[config.mk]
export PLATFORM = sky130hd
export DESIGN_NAME = smfc_top
export DESIGN_NICKNAME = d
export VERILOG_FILES = /design/src/rtl/smfc_pkg.sv /design/src/rtl/smfc_sync.sv /design/src/rtl/smfc_fifo.sv /design/src/rtl/smfc_top.sv
export SDC_FILE = /design/constraint.sdc
export NUM_CORES = 1
export LEC_CHECK = 0
export BUFFER_PORTS_ARGS = -buffer_cell sky130_fd_sc_hd__buf_4
export CAP_MARGIN = 20
export CORE_ASPECT_RATIO = 1.25
export CORE_MARGIN = 3
export CORE_UTILIZATION = 35
export CTS_BUF_LIST = sky130_fd_sc_hd__clkbuf_4
export DETAILED_ROUTE_END_ITERATION = 10
export RECOVER_POWER = 100
export SYNTH_ARGS = -nofsm -noshare
export SYNTH_HDL_FRONTEND = slang
export SYNTH_HIERARCHICAL = 1
export SYNTH_SLANG_ARGS = --single-unit
[constraint.sdc]
create_clock -name clock_i -period 4 [get_ports clock_i]
set_input_delay 0.8 -clock clock_i [delete_from_list [all_inputs] [get_ports clock_i]]
set_output_delay 0.8 -clock clock_i [all_outputs]
set_load 0.02 [all_outputs]
[src/rtl/smfc_pkg.sv]
// Shared constants and types of the serial master queue controller
package smfc_pkg;

   // Serial timing
   localparam int SMFC_MIN_PERIOD = 5;
   localparam int SMFC_DEF_PERIOD = 5;
   localparam int SMFC_TIMER_W = 16;
   localparam int SMFC_BITS = 8;
   localparam logic [4:0] SMFC_LAST_EDGE = 5'h10;

   // Queue defaults
   localparam int SMFC_DEF_DEPTH = 8;
   localparam int SMFC_DEF_DEPTH_BITS = 3;

   // Select lines
   localparam int SMFC_SLAVES = 16;
   localparam logic [15:0] SMFC_SEL_IDLE = 16'hffff;
   localparam logic [15:0] SMFC_SEL_ONE = 16'h0001;

   // Miso synchroniser reset level
   localparam logic [2:0] SMFC_SYNC_RST = 3'h0;

   // Instruction codes
   typedef enum logic [1:0] {
      SMFC_WRITE  = 2'b00,
      SMFC_READ   = 2'b01,
      SMFC_DUPLEX = 2'b10,
      SMFC_DUMMY  = 2'b11
   } smfc_inst_e;

   // Command and response word
   typedef struct packed {
      logic [3:0] sel;
      smfc_inst_e inst;
      logic [7:0] data;
   } smfc_cmd_s;

   localparam int SMFC_CMD_W = $bits(smfc_cmd_s);

endpackage

[src/rtl/smfc_sync.sv]
// Three-stage input synchroniser with agreement filter
module smfc_sync
   import smfc_pkg::*;
(
   // Clock and reset
   input wire logic clock_i,
   input wire logic rst_n_i,
   // Asynchronous input and filtered level
   input wire logic async_i,
   output logic level_o
);

   typedef struct packed {
      logic [2:0] stage;
      logic level;
   } smfc_sync_s;

   smfc_sync_s s_ff;
   smfc_sync_s nxt_s;

   always_comb begin
      nxt_s = s_ff;
      nxt_s.stage = {s_ff.stage[1:0], async_i};
      // Change counts once second and third stage agree
      if (s_ff.stage[1] == s_ff.stage[2]) begin
         nxt_s.level = s_ff.stage[2];
      end
   end

   always_ff @(posedge clock_i or negedge rst_n_i) begin
      if (!rst_n_i) begin
         s_ff <= '{stage: SMFC_SYNC_RST, level: 1'b0};
      end else begin
         s_ff <= nxt_s;
      end
   end

   assign level_o = s_ff.level;

endmodule // smfc_sync

[src/rtl/smfc_fifo.sv]
// Parameterised queue with valid/ready on both sides
module smfc_fifo
   import smfc_pkg::*;
#(
   parameter int WIDTH = SMFC_CMD_W,
   parameter int DEPTH = SMFC_DEF_DEPTH,
   parameter int DEPTH_BITS = SMFC_DEF_DEPTH_BITS
) (
   // Clock and reset
   input wire logic clock_i,
   input wire logic rst_n_i,
   // Fill side
   input wire logic allow_i,
   input wire logic wr_valid_i,
   input wire logic [WIDTH-1:0] wr_data_i,
   output logic wr_ready_o,
   output logic room_o,
   // Drain side
   output logic rd_valid_o,
   output logic [WIDTH-1:0] rd_data_o,
   input wire logic rd_ready_i
);

   localparam logic [DEPTH_BITS:0] FULL = (DEPTH_BITS + 1)'(DEPTH);
   localparam logic [DEPTH_BITS-1:0] LAST = DEPTH_BITS'(DEPTH - 1);

   typedef struct packed {
      logic [DEPTH-1:0][WIDTH-1:0] mem;
      logic [WIDTH-1:0] head;
      logic [DEPTH_BITS-1:0] wr_ptr;
      logic [DEPTH_BITS-1:0] rd_ptr;
      logic [DEPTH_BITS:0] count;
      logic ready;
      logic valid;
   } smfc_fifo_s;

   smfc_fifo_s s_ff;
   smfc_fifo_s nxt_s;
   logic push;
   logic pop;

   always_comb begin
      nxt_s = s_ff;
      push = wr_valid_i & s_ff.ready;
      pop = s_ff.valid & rd_ready_i;
      if (push) begin
         nxt_s.mem[s_ff.wr_ptr] = wr_data_i;
         nxt_s.wr_ptr = (s_ff.wr_ptr == LAST) ? '0 : s_ff.wr_ptr + 1'b1;
      end
      if (pop) begin
         nxt_s.rd_ptr = (s_ff.rd_ptr == LAST) ? '0 : s_ff.rd_ptr + 1'b1;
      end
      if (push && !pop) begin
         nxt_s.count = s_ff.count + 1'b1;
      end else if (pop && !push) begin
         nxt_s.count = s_ff.count - 1'b1;
      end
      nxt_s.valid = (nxt_s.count != '0);
      nxt_s.ready = (nxt_s.count != FULL) & allow_i;
      room_o = (nxt_s.count != FULL);
      // Head word registered so the drain side reads straight from a flop
      nxt_s.head = nxt_s.mem[nxt_s.rd_ptr];
   end

   always_ff @(posedge clock_i or negedge rst_n_i) begin
      if (!rst_n_i) begin
         s_ff <= '0;
      end else begin
         s_ff <= nxt_s;
      end
   end

   assign wr_ready_o = s_ff.ready;
   assign rd_valid_o = s_ff.valid;
   assign rd_data_o = s_ff.head;

endmodule // smfc_fifo

[src/rtl/smfc_top.sv]
// Serial master controller with command and response queues
module smfc_top
   import smfc_pkg::*;
#(
   parameter int T_PERIOD = SMFC_DEF_PERIOD,
   parameter int CPOL = 0,
   parameter int CPHA = 0,
   parameter int CMD_DEPTH = SMFC_DEF_DEPTH,
   parameter int cmd_queue_depth_bits = SMFC_DEF_DEPTH_BITS,
   parameter int RESP_DEPTH = SMFC_DEF_DEPTH,
   parameter int resp_queue_depth_bits = SMFC_DEF_DEPTH_BITS
) (
   // Clock and reset
   input wire logic clock_i,
   input wire logic rst_n_i,
   // Command port
   input wire logic [3:0] cmd_sel_i,
   input wire logic [1:0] cmd_inst_i,
   input wire logic [7:0] cmd_data_i,
   input wire logic cmd_valid_i,
   output logic cmd_ready_o,
   // Serial bus
   output logic sclk_o,
   output logic [15:0] sel_n_o,
   output logic mosi_o,
   input wire logic miso_i,
   // Response port
   output logic [3:0] resp_sel_o,
   output logic [1:0] resp_inst_o,
   output logic [7:0] resp_data_o,
   output logic resp_valid_o,
   input wire logic resp_ready_i
);

   // Period clamped to the legal minimum, split into two half periods
   localparam int T_EFF = (T_PERIOD < SMFC_MIN_PERIOD) ? SMFC_MIN_PERIOD : T_PERIOD;
   localparam logic [SMFC_TIMER_W-1:0] HALF_A = SMFC_TIMER_W'(T_EFF / 2 - 1);
   localparam logic [SMFC_TIMER_W-1:0] HALF_B = SMFC_TIMER_W'(T_EFF - T_EFF / 2 - 1);
   localparam logic IDLE_CLK = (CPOL != 0);
   localparam logic PHASE = (CPHA != 0);

   typedef enum logic [1:0] {
      SMFC_IDLE  = 2'b00,
      SMFC_SHIFT = 2'b01,
      SMFC_HOLD  = 2'b10
   } smfc_state_e;

   typedef struct packed {
      smfc_state_e st;
      logic [15:0] sel_n;
      logic sclk;
      logic mosi;
      logic [7:0] tx;
      logic [7:0] rx;
      smfc_cmd_s cur;
      logic [4:0] edge_cnt;
      logic [SMFC_TIMER_W-1:0] timer;
   } smfc_ctl_s;

   smfc_ctl_s s_ff;
   smfc_ctl_s nxt_s;

   smfc_cmd_s cmd_in;
   smfc_cmd_s cmd_head;
   smfc_cmd_s resp_word;
   smfc_cmd_s resp_head;
   logic [SMFC_CMD_W-1:0] cmd_head_bits;
   logic [SMFC_CMD_W-1:0] resp_head_bits;
   logic cmd_head_valid;
   logic cmd_pop;
   logic resp_push;
   logic resp_ready;
   logic resp_room;
   logic miso_lvl;
   logic [4:0] nxt_edge;
   logic sample_edge;

   assign cmd_in = '{sel: cmd_sel_i, inst: smfc_inst_e'(cmd_inst_i), data: cmd_data_i};
   assign cmd_head = smfc_cmd_s'(cmd_head_bits);
   assign resp_head = smfc_cmd_s'(resp_head_bits);

   // Input queue; its ready also waits on room in the response queue
   smfc_fifo #(
      .WIDTH(SMFC_CMD_W),
      .DEPTH(CMD_DEPTH),
      .DEPTH_BITS(cmd_queue_depth_bits)
   ) u_cmd_queue (
      .clock_i(clock_i),
      .rst_n_i(rst_n_i),
      .allow_i(resp_room),
      .wr_valid_i(cmd_valid_i),
      .wr_data_i(cmd_in),
      .wr_ready_o(cmd_ready_o),
      .room_o(),
      .rd_valid_o(cmd_head_valid),
      .rd_data_o(cmd_head_bits),
      .rd_ready_i(cmd_pop)
   );

   // Response queue
   smfc_fifo #(
      .WIDTH(SMFC_CMD_W),
      .DEPTH(RESP_DEPTH),
      .DEPTH_BITS(resp_queue_depth_bits)
   ) u_resp_queue (
      .clock_i(clock_i),
      .rst_n_i(rst_n_i),
      .allow_i(1'b1),
      .wr_valid_i(resp_push),
      .wr_data_i(resp_word),
      .wr_ready_o(resp_ready),
      .room_o(resp_room),
      .rd_valid_o(resp_valid_o),
      .rd_data_o(resp_head_bits),
      .rd_ready_i(resp_ready_i)
   );

   // Miso synchroniser
   smfc_sync u_miso_sync (
      .clock_i(clock_i),
      .rst_n_i(rst_n_i),
      .async_i(miso_i),
      .level_o(miso_lvl)
   );

   always_comb begin
      nxt_s = s_ff;
      cmd_pop = 1'b0;
      resp_push = 1'b0;
      resp_word = s_ff.cur;
      nxt_edge = s_ff.edge_cnt + 5'h01;
      sample_edge = nxt_edge[0] ^ PHASE;
      unique case (s_ff.st)
         SMFC_IDLE: begin
            nxt_s.sclk = IDLE_CLK;
            if (cmd_head_valid) begin
               if (cmd_head.inst == SMFC_DUMMY) begin
                  cmd_pop = 1'b1;
                  nxt_s.sel_n = SMFC_SEL_IDLE;
               end else if (resp_ready) begin
                  // Start of a byte: select, first data bit, half period lead
                  cmd_pop = 1'b1;
                  nxt_s.cur = cmd_head;
                  nxt_s.sel_n = ~(SMFC_SEL_ONE << cmd_head.sel);
                  nxt_s.tx = (cmd_head.inst == SMFC_READ) ? 8'h00 : cmd_head.data;
                  nxt_s.mosi = (cmd_head.inst == SMFC_READ) ? 1'b0 : cmd_head.data[7];
                  nxt_s.rx = 8'h00;
                  nxt_s.edge_cnt = 5'h00;
                  nxt_s.timer = HALF_A;
                  nxt_s.st = SMFC_SHIFT;
               end
            end
         end
         SMFC_SHIFT: begin
            if (s_ff.timer != '0) begin
               nxt_s.timer = s_ff.timer - 1'b1;
            end else begin
               nxt_s.sclk = ~s_ff.sclk;
               nxt_s.edge_cnt = nxt_edge;
               nxt_s.timer = nxt_edge[0] ? HALF_B : HALF_A;
               if (sample_edge) begin
                  nxt_s.rx = {s_ff.rx[6:0], miso_lvl};
               end else if (nxt_edge != SMFC_LAST_EDGE) begin
                  nxt_s.mosi = PHASE ? s_ff.tx[7] : s_ff.tx[6];
                  nxt_s.tx = {s_ff.tx[6:0], 1'b0};
               end
               if (nxt_edge == SMFC_LAST_EDGE) begin
                  nxt_s.timer = HALF_A;
                  nxt_s.st = SMFC_HOLD;
               end
            end
         end
         SMFC_HOLD: begin
            if (s_ff.timer != '0) begin
               nxt_s.timer = s_ff.timer - 1'b1;
            end else begin
               // Echo the command; writes carry the supplied byte back
               resp_push = 1'b1;
               if (s_ff.cur.inst != SMFC_WRITE) begin
                  resp_word.data = s_ff.rx;
               end
               nxt_s.st = SMFC_IDLE;
            end
         end
         default: begin
            nxt_s.st = SMFC_IDLE;
            nxt_s.sel_n = SMFC_SEL_IDLE;
         end
      endcase
   end

   always_ff @(posedge clock_i or negedge rst_n_i) begin
      if (!rst_n_i) begin
         s_ff <= '{st: SMFC_IDLE, sel_n: SMFC_SEL_IDLE, sclk: IDLE_CLK,
                   mosi: 1'b0, tx: 8'h00, rx: 8'h00, cur: '0, edge_cnt: 5'h00, timer: '0};
      end else begin
         s_ff <= nxt_s;
      end
   end

   assign sclk_o = s_ff.sclk;
   assign sel_n_o = s_ff.sel_n;
   assign mosi_o = s_ff.mosi;
   assign resp_sel_o = resp_head.sel;
   assign resp_inst_o = resp_head.inst;
   assign resp_data_o = resp_head.data;

endmodule // smfc_top

* After elaboration in Yosys (flattened, before gate mapping)
Cells that the tools add are included.
** Storage, ports and cells
- Register bits after elaboration :: 350
- Latch bits :: 0
- Memory bits (writable) :: 0
- ROM bits :: 0
- Input port bits :: 19
- Output and inout port bits :: 34
- Memories kept :: 0
** Cells by class
- Add/subtract/negate cells :: 10
- $mul :: 0
- Divide/modulo/power cells :: 0
- Order comparisons :: 6
- Equal/unequal tests :: 24
- Shift-type cells :: 1
- Mux-type cells :: 57
- Bitwise operators :: 9
- Reduce and logical (&&, ||, !) cells :: 26
** Operators with widths (count)
- $bwmux W112 :: 2
- $mux W112 :: 2
- $mux W52 :: 3
- $bmux W14 S3 :: 2
- $demux W14 S3 :: 2
- $mux W14 :: 4
- $mux W18 :: 3
- $mux W16 :: 3
- $pmux W16 S3 :: 1
- $mux W8 :: 5
- $pmux W18 S2 :: 1
- $pmux W16 S2 :: 1
- $mux W3 :: 6
- $mux W9 :: 2
- $lt A3 B4 Y1 const B :: 4
- $mux W4 :: 4
- $ne A2 B2 Y1 const B :: 8
- $not A16 Y16 :: 1
- $reduce_bool A16 Y1 :: 1
- $shl A1 B4 Y16 const A :: 1
- $sub A16 B1 Y16 const B :: 1
- $add A3 B1 Y3 const B :: 4
- $eq A3 B3 Y1 const B :: 4
- $mux W2 :: 6
- 31 further kinds :: 62

* Logic depth before layout (Yosys ltp)
Gate-level depths: netlist of run 1.
- Depth in word-level cells :: 10
- Gate-level depth with buffers :: 13

* Hierarchy
Netlist of run 1, hierarchy kept.
** Modules (own cells, without submodules)
- smfc_fifo at u_resp_queue :: times used 1, cells each 688, area an instance 7235.7 sq um, seq. area each 3453.3 sq um
- smfc_fifo at u_cmd_queue :: times used 1, cells each 691, area an instance 7204.4 sq um, seq. area each 3453.3 sq um
- smfc_top :: times used 1, cells each 368, area an instance 3833.7 sq um, seq. area each 1771.7 sq um
- smfc_sync :: times used 1, cells each 5, area an instance 111.4 sq um, seq. area each 100.1 sq um

* Least setup slack after synthesis of run 1
OpenSTA, ideal clock, no wires.
- Kind :: reg2reg
- From :: register s_ff[8] (netlist name)
- To :: register u_resp_queue.s_ff, in the netlist u_resp_queue/rd_data_o[10]
- Setup time :: 138 ps
- Data arrival time :: 2884 ps
- Required time :: 3862 ps
- Path slack :: 978 ps
- Cell stages (with the launch flop) :: 12
- Buffers on the path :: 3
- Cells stage by stage :: dfrtp_1 -> or3_2 -> or2_1 -> nor3_1 -> clkbuf_2 -> nand3b_2 -> or2_1 -> buf_2 -> buf_6 -> nand2_1 -> a32oi_1 -> or4_1
** RTL lines
- end signal: assignment :: RTL line smfc_fifo.sv:69 : s_ff <= nxt_s;
- end: declaration :: RTL line smfc_fifo.sv:37 : smfc_fifo_s s_ff;

==> reports/qor.txt, run 1 <==
Post-CTS Setup Bufs -> 0
DP Cell Count -> 2,343
Hold Path Origin -> miso_i
Largest net degree at the start of global routing -> 116
Worst Path Max Fanout -> 15
Post-DP HPWL -> 31,400 um
Launch point of the worst path -> s_ff[8]
Post-CTS sizing -> 0
NumNets Final -> 1,818
Initial Util -> 0.355
CP required -> 4.65 ns
CP Launch Type -> flip-flop
Mapped Avg Cell Area -> 10.5 um2
Sequential power share -> 0.340
Num CTS Buffers -> 99
Leak pwr -> 9.15 nW
Core ar. -> 0.0518 mm2
Max incr delay on CP -> 0.66 ns
Buf/Inv on CP -> 2
Gr ovfl total -> 0
Synthesis-to-layout area growth -> 9.67%
Commonest non-fill, non-tap cell in the layout -> dfrtp_1
Layout cells sized above 1 -> 0.236
F_max -> 269 MHz
Status -> finished, violations left
FF-to-FF Start -> s_ff[8]
# H-tree levels -> 3
Clock buffer depth -> 3
CP Capture Type -> flip-flop
DRT Pass-1 Iters -> 5
GRT Overall Usage -> 0.176
Post-Syn Area -> 0.0184 mm2
Max-cap violations -> 3
WS Path Type -> flip-flop to flip-flop
CTS tree -> built
Final Power -> 15.6 mW
Commonest cells after routing, fill and taps aside -> dfrtp_1, nand2_1, clkbuf_4
CP cell instances -> or3_2, or2_1, nor3_1, buf_4, nand3b_2, nor2_1, clkbuf_1, mux2_4, o22ai_1, or4_1
VDD IR max -> 0.000341 V
Total number of vias -> 14,140
Syn Nets -> 1,789
Clock latency on the worst-skew pair -> 0.81 ns
Sw frac -> 0.421
Hold WC Path Type -> primary input to flip-flop
# setup viols final -> 0
Non-Filler Instances -> 2,527
Gate count after technology mapping -> 1,751
Least-Margin Pin Slew -> 1.82 ns
Final GP Congestion -> 0.808
Number of global-route vias before repair -> 14,549
CTS clk-pin slew, worst paths -> 0.06 ns
# clock sinks -> 350
DIE WIDTH -> 211 um
Psw -> 6.59 mW
CP arrival -> 4.36 ns
Layout Skew -> 0.0479 ns
Final Critical Period -> 3.72 ns
Number of DRC markers in iteration 0 -> 845
CTS Hold Bufs -> 1
Core Rows -> 93
Clock Power Share -> 0.215
Power per Cell Area -> 776 mW/mm2
First-pass GRT wire length -> 78,900 um
Rel. slew slack -> -0.216
Fill count -> 5,119
Cell Int Power -> 9.06 mW
Failing checks -> max-capacitance violations, max-slew violations
Drt wl/cell -> 19.4 um
DIE HEIGHT -> 262 um
Final Hold Vio Count -> 0
# port buffers -> 52
Unrepaired setup endpoints after global routing -> no
Boundary Pins -> 53
Full die area -> 0.0553 mm2
DRC -> 0
Slowest library cell on the worst path -> clkbuf_1
Routed WL -> 49,100 um
CP top delay family -> simple AND/OR/NAND/NOR gates
Antenna viol nets, final -> 0
Final-report max-slew violation count -> 109
TNS Setup -> 0 ns
Yosys warns -> 6
Comb power frac -> 0.445
Vias per cell -> 5.60
Initial antenna violation count -> 1
Period utilization -> 0.929
Root Buffer -> clkbuf_4
## layout make-up
| cell class | count | area, um2 | share of cell area |
|---|---|---|---|
| antenna | 1 | 2.50 | 0.000124 |
| clock buffer | 153 | 1150 | 0.0570 |
| clock inverter | 29 | 150 | 0.00745 |
| inverter | 19 | 71.3 | 0.00354 |
| multi-input combinational | 1201 | 8540 | 0.423 |
| sequential | 350 | 8780 | 0.435 |
| tap | 665 | 832 | 0.0413 |
| timing repair buffer | 109 | 639 | 0.0317 |
## final timing paths
check                                             end  slack, ns  depth (start not counted)
hold reg to reg                  u_miso_sync/nxt_s[3]       0.37                          0
max in group asynchronous       u_cmd_queue/s_ff[117]       0.56                          3
setup / recovery           u_resp_queue/rd_data_o[13]       0.28                         10
hold / removal                   u_miso_sync/nxt_s[2]       0.16                          1
setup reg to reg           u_resp_queue/rd_data_o[13]       0.28                         10
min in group asynchronous       u_resp_queue/s_ff[41]       1.07                          2
## metal layers
| layer | global-route usage | vias up | share of wire |
|---|---|---|---|
| met1 | 0.217 | 7074 | 0.42 |
| met3 | 0.0316 | 106 | 0.050 |
| met2 | 0.304 | 411 | 0.51 |
| met4 | 0.0686 | 0 | 0.028 |
| met5 | 0 | - | 0 |
| li1 | - | 6549 | - |
## sequential cells by signal, summed over array words and instances, names as in the netlist
name and count:
resp_word 6, u_miso_sync/s_ff 1, u_cmd_queue/rd_valid_o 1, s_ff 46
u_miso_sync/nxt_s 2, sclk_o 1, u_miso_sync/level_o 1, u_cmd_queue/rd_data_o 14
mosi_o 1, u_resp_queue/rd_valid_o 1, u_resp_queue/s_ff 122, u_resp_queue/wr_ready_o 1
sel_n_o 16, u_resp_queue/rd_data_o 14, u_cmd_queue/wr_ready_o 1, u_cmd_queue/s_ff 122
## worst reg2reg max path: stages, from the launching register on
cell,delay (ns)
dfrtp_1,0.45
or3_2,0.52
or2_1,0.26
nor3_1,0.20
buf_4,0.19
nand3b_2,0.19
nor2_1,0.14
clkbuf_1,0.66
mux2_4,0.45
o22ai_1,0.11
or4_1,0.42
## per-stage QoR
step | utilization | cell area, um2 | hold WS, ns | worst slack (ns)
CTS | 0.395 | 20500 | 0.0250 | 0.322
floorplan | - | 18400 | 0.331 | 0.978
global route | 0.389 | 20200 | 0.0846 | 0.0237
detailed placement | 0.370 | 19200 | 0.358 | 0.290
finish | 0.389 | 20200 | 0.162 | 0.284
global placement | 0.370 | 19200 | 0.355 | 0.437
## power by group through the flow
stage | Clock, mW | Combinational [mW] | Sequential [mW]
after floorplan | 0 | 5.55 | 5.03
after global placement | 0 | 6.99 | 5.33
after detailed placement | 0 | 7.13 | 5.38
after CTS | 3.52 | 7.16 | 5.32
after global routing | 3.70 | 7.62 | 5.44
final | 3.37 | 6.96 | 5.31
Note: power is estimated with default switching activity, not from simulation.
==> run 2: changes to the inputs <==
RECOVER_POWER = unset   (was 100)
==> run 2 against run 1 <==
  * The run now ends clean
  * Register-to-register slack worse by 0.04 ns
  * Flip-flop and latch count unchanged
  * Global-route usage unchanged
  * Setup slack worse by 0.040 ns
  * Combinational power up 3.0%
  * Critical path depth down 1
  * Fmax down 1.1%
  * Largest power group unchanged
  * Highest routed layer unchanged
==> reports/qor.txt, run 2 (synthesis results as in run 1) <==
Final GP Congestion -> 0.808
CTS Hold Bufs -> 1
CP cell instances -> or3_2, or2_1, nor3_1, buf_4, nand3_2, o22ai_2, o221ai_1, a21boi_0, or4_1
# H-tree levels -> 3
Core ar. -> 0.0518 mm2
# clock sinks -> 350
Clock latency on the worst-skew pair -> 0.81 ns
GRT Overall Usage -> 0.176
Buf/Inv on CP -> 1
DRC -> 0
Drt wl/cell -> 19.5 um
Finished Core Util -> 0.395
Post-CTS sizing -> 0
Full die area -> 0.0553 mm2
CP Launch Type -> flip-flop
Number of DRC markers in iteration 0 -> 939
TNS Setup -> 0 ns
CP top delay family -> simple AND/OR/NAND/NOR gates
Largest net degree at the start of global routing -> 116
Worst Path Max Fanout -> 33
Num CTS Buffers -> 99
# setup viols final -> 0
Final setup margin -> 0.244 ns
Least-Margin Pin Slew -> 1.07 ns
Power per Cell Area -> 775 mW/mm2
Fill count -> 5,056
First-pass GRT wire length -> 78,900 um
Slowest library cell on the worst path -> o22ai_2
Top Registers -> u_cmd_queue/s_ff x122, u_resp_queue/s_ff x122, s_ff x46
CP required -> 4.73 ns
Period utilization -> 0.939
Status -> finished clean
Synthesis-to-layout area growth -> 11.3%
Final Power -> 15.9 mW
Routed WL -> 49,300 um
Layout cells sized above 1 -> 0.280
Boundary Pins -> 53
Core Rows -> 93
Reg area -> 0.00878 mm2
Multi-input combinational cell area -> 0.00860 mm2
Hold WC Path Type -> primary input to flip-flop
Antenna viol nets, final -> 0
Commonest non-fill, non-tap cell in the layout -> dfrtp_1
Initial Util -> 0.355
Max incr delay on CP -> 0.91 ns
Number of global-route vias before repair -> 14,549
Total number of vias -> 14,242
WHS -> 0.136 ns
CTS tree -> built
VDD IR max -> 0.000346 V
Final Hold Vio Count -> 0
Post-CTS Setup Bufs -> 0
Final-report max-slew violation count -> 0
Root Buffer -> clkbuf_4
Gr ovfl total -> 0
WS Path Type -> flip-flop to flip-flop
CP Capture Type -> flip-flop
Post-DP HPWL -> 31,400 um
Vias per cell -> 5.64
Commonest cells after routing, fill and taps aside -> dfrtp_1, nand2_1, mux2_2
Leak pwr -> 9.38 nW
NumNets Final -> 1,818
Unrepaired setup endpoints after global routing -> no
Rel. slew slack -> 0.283
DRT Pass-1 Iters -> 5
Initial antenna violation count -> 1
Max-cap violations -> 0
F_max -> 266 MHz
CTS clk-pin slew, worst paths -> 0.06 ns
Place WS -> 0.290 ns
Layout Skew -> 0.0447 ns
Clock buffer depth -> 3
DIE WIDTH -> 211 um
# port buffers -> 52
CP arrival -> 4.49 ns
DIE HEIGHT -> 262 um
Final Critical Period -> 3.76 ns
[run 2: worst paths after layout]
kind	to	cells past startpoint	slack (ns)	start
worst max-delay path	u_resp_queue/rd_data_o[12]	9	0.24	s_ff[8]
worst min-delay path	u_miso_sync/nxt_s[2]	1	0.14	miso_i
worst max register to register	u_resp_queue/rd_data_o[12]	9	0.24	s_ff[8]
worst min register to register	u_miso_sync/nxt_s[3]	0	0.37	u_miso_sync/nxt_s[2]
max in group asynchronous	u_cmd_queue/s_ff[118]	3	2.33	rst_n_i
min in group asynchronous	u_resp_queue/s_ff[41]	2	0.59	rst_n_i
[run 2: worst register-to-register path, delay by kind of cell, from the launching register on]
| kind | cells | cell delay, ns |
|---|---|---|
| flip-flops | 1 | 0.46 |
| AND/OR/NAND/NOR | 5 | 1.68 |
| buffers and inverters | 1 | 0.19 |
| AO/OA/AOI/OAI | 3 | 1.41 |
[run 2: per-stage QoR]
step / cells / cell area [um2]
2_1_floorplan: 1751 / 18400
3_3_place_gp: 2343 / 19200
3_5_place_dp: 2343 / 19200
4_1_cts: 2526 / 20500
5_1_grt: 2527 / 20500
6_report: 2527 / 20500
[run 2: final cells by class]
class                   count  area share
flip-flops and latches    350       0.429
multi-input cells        1201       0.420
clock buffers             153      0.0561
repair buffers            109      0.0429
well taps                 665      0.0407
clock inverters            29     0.00734
inverters                  19     0.00348
diodes                      1    0.000122
[run 2: per-layer routing]
layer  GRT usage  vias to the layer above  part of all wire
met5           0                        -                 0
met4      0.0686                        0             0.027
met3      0.0316                      104             0.049
met2       0.304                      440              0.51
met1       0.217                     7160              0.42
li1            -                     6538                 -
[run 2: report_power, final]
part | switching [mW] | total [mW] | internal, mW | leakage, nW
logic | 4.32 | 7.17 | 2.85 | 4.08
clock network | 1.57 | 3.37 | 1.80 | 0.772
registers | 0.756 | 5.32 | 4.57 | 4.52
==> run 3: changes to the inputs <==
BUFFER_PORTS_ARGS = -buffer_cell sky130_fd_sc_hd__buf_2   (was -buffer_cell sky130_fd_sc_hd__buf_4)
==> run 3 against run 2 <==
  * Sequential share of layout area increased by 0.35 points
  * Die area unchanged
  * Critical path type unchanged
  * Power decreased by 0.81%
==> reports/qor.txt, run 3 (synthesis results as in run 1) <==
Final GP Congestion -> 0.810
Final-report max-slew violation count -> 0
CTS Hold Bufs -> 0
# H-tree levels -> 3
Rel. slew slack -> 0.286
Unrepaired setup endpoints after global routing -> no
DRT Pass-1 Iters -> 6
Boundary Pins -> 53
Max-cap violations -> 0
Post-DP HPWL -> 30,700 um
Num CTS Buffers -> 95
Top Registers -> u_cmd_queue/s_ff x122, u_resp_queue/s_ff x122, s_ff x46
CP arrival -> 4.20 ns
CP Capture Type -> flip-flop
Reg2Reg Setup Slack -> 0.48 ns
WHS -> 0.0264 ns
Clock buffer depth -> 3
VDD IR max -> 0.000377 V
Full die area -> 0.0553 mm2
Period utilization -> 0.880
Hold WC Path Type -> primary input to async pin
M1 GR Usage -> 0.211
Non-Filler Instances -> 2,512
WS Path Type -> flip-flop to flip-flop
First-pass GRT wire length -> 78,000 um
Clock latency on the worst-skew pair -> 0.85 ns
# clock sinks -> 350
Root Buffer -> clkbuf_4
Fin area -> 0.0203 mm2
Commonest cells after routing, fill and taps aside -> dfrtp_1, nand2_1, mux2_2
Commonest non-fill, non-tap cell in the layout -> dfrtp_1
# setup viols final -> 0
Core Rows -> 93
Initial antenna violation count -> 1
NumNets Final -> 1,814
Final Critical Period -> 3.52 ns
Number of DRC markers in iteration 0 -> 930
Total number of vias -> 14,165
Met3 usage -> 0.0353
GRT Overall Usage -> 0.173
Post-CTS Setup Bufs -> 0
Number of global-route vias before repair -> 14,501
DP Cell Count -> 2,343
CTS clk-pin slew, worst paths -> 0.06 ns
# port buffers -> 52
Post-CTS sizing -> 0
Vias per cell -> 5.64
Core ar. -> 0.0518 mm2
Antenna viol nets, final -> 0
Routed WL -> 48,500 um
Initial Util -> 0.355
Drt wl/cell -> 19.3 um
Layout cells sized above 1 -> 0.277
CTS tree -> built
Met2 usage -> 0.300
Placed cell area -> 0.0190 mm2
Gr ovfl total -> 0
Power per Cell Area -> 775 mW/mm2
CP required -> 4.68 ns
F_max -> 284 MHz
DRC -> 0
Status -> finished clean
Synthesis-to-layout area growth -> 10.4%
DIE HEIGHT -> 262 um
TNS Setup -> 0 ns
Largest net degree at the start of global routing -> 102
Layout Skew -> 0.0964 ns
DIE WIDTH -> 211 um
Final Hold Vio Count -> 0
CP Launch Type -> flip-flop
Leak pwr -> 9.30 nW
Least-Margin Pin Slew -> 1.07 ns
Busiest layer in global routing -> met2
Worst Path Max Fanout -> 30
[run 3: layer usage]
metal,up-vias,share of wire
met5,-,0
met4,0,0.025
met3,108,0.057
met2,430,0.51
met1,7081,0.41
li1,6546,-
[run 3: power by group]
group | switching (mW) | total (mW) | internal (mW)
Combinational | 4.28 | 7.10 | 2.82
Sequential | 0.774 | 5.34 | 4.57
Clock | 1.54 | 3.30 | 1.76
[run 3: worst paths after layout]
check	from	end	cells after the start
max	u_cmd_queue/rd_data_o[9]	u_cmd_queue/rd_data_o[0]	8
min	rst_n_i	u_resp_queue/s_ff[26]	1
max reg2reg	u_cmd_queue/rd_data_o[9]	u_cmd_queue/rd_data_o[0]	8
min reg2reg	u_miso_sync/nxt_s[2]	u_miso_sync/nxt_s[3]	0
max in group asynchronous	rst_n_i	s_ff[11]	2
min in group clock_i	miso_i	u_miso_sync/nxt_s[2]	1
[run 3: layout make-up]
type / count / area, um2
Fill cell: 5015 / 31500
Tap cell: 665 / 832
Timing Repair Buffer: 109 / 781
Multi-Input combinational cell: 1201 / 8600
Clock buffer: 144 / 1080
Sequential cell: 350 / 8780
Antenna cell: 1 / 2.50
Inverter: 19 / 71.3
Clock inverter: 23 / 154
[run 3: critical path, cell delays in order (launching register included)]
cell     delay (ns)
dfrtp_1        0.40
and2_1         0.25
o21ai_0        0.30
nor2_1         0.13
and3_2         0.25
nor2_4         0.80
mux2_2         0.42
o311a_1        0.29
or4_1          0.52
[run 3: metrics by stage]
stage | setup slack [ns] | total power [mW] | utilization
5_1_grt | 0.289 | 16.8 | 0.392
4_1_cts | 0.458 | 15.8 | 0.391
2_1_floorplan | 0.978 | 10.6 | -
6_report | 0.481 | 15.7 | 0.392
3_5_place_dp | 0.495 | 12.4 | 0.368
3_3_place_gp | 0.565 | 12.2 | 0.368
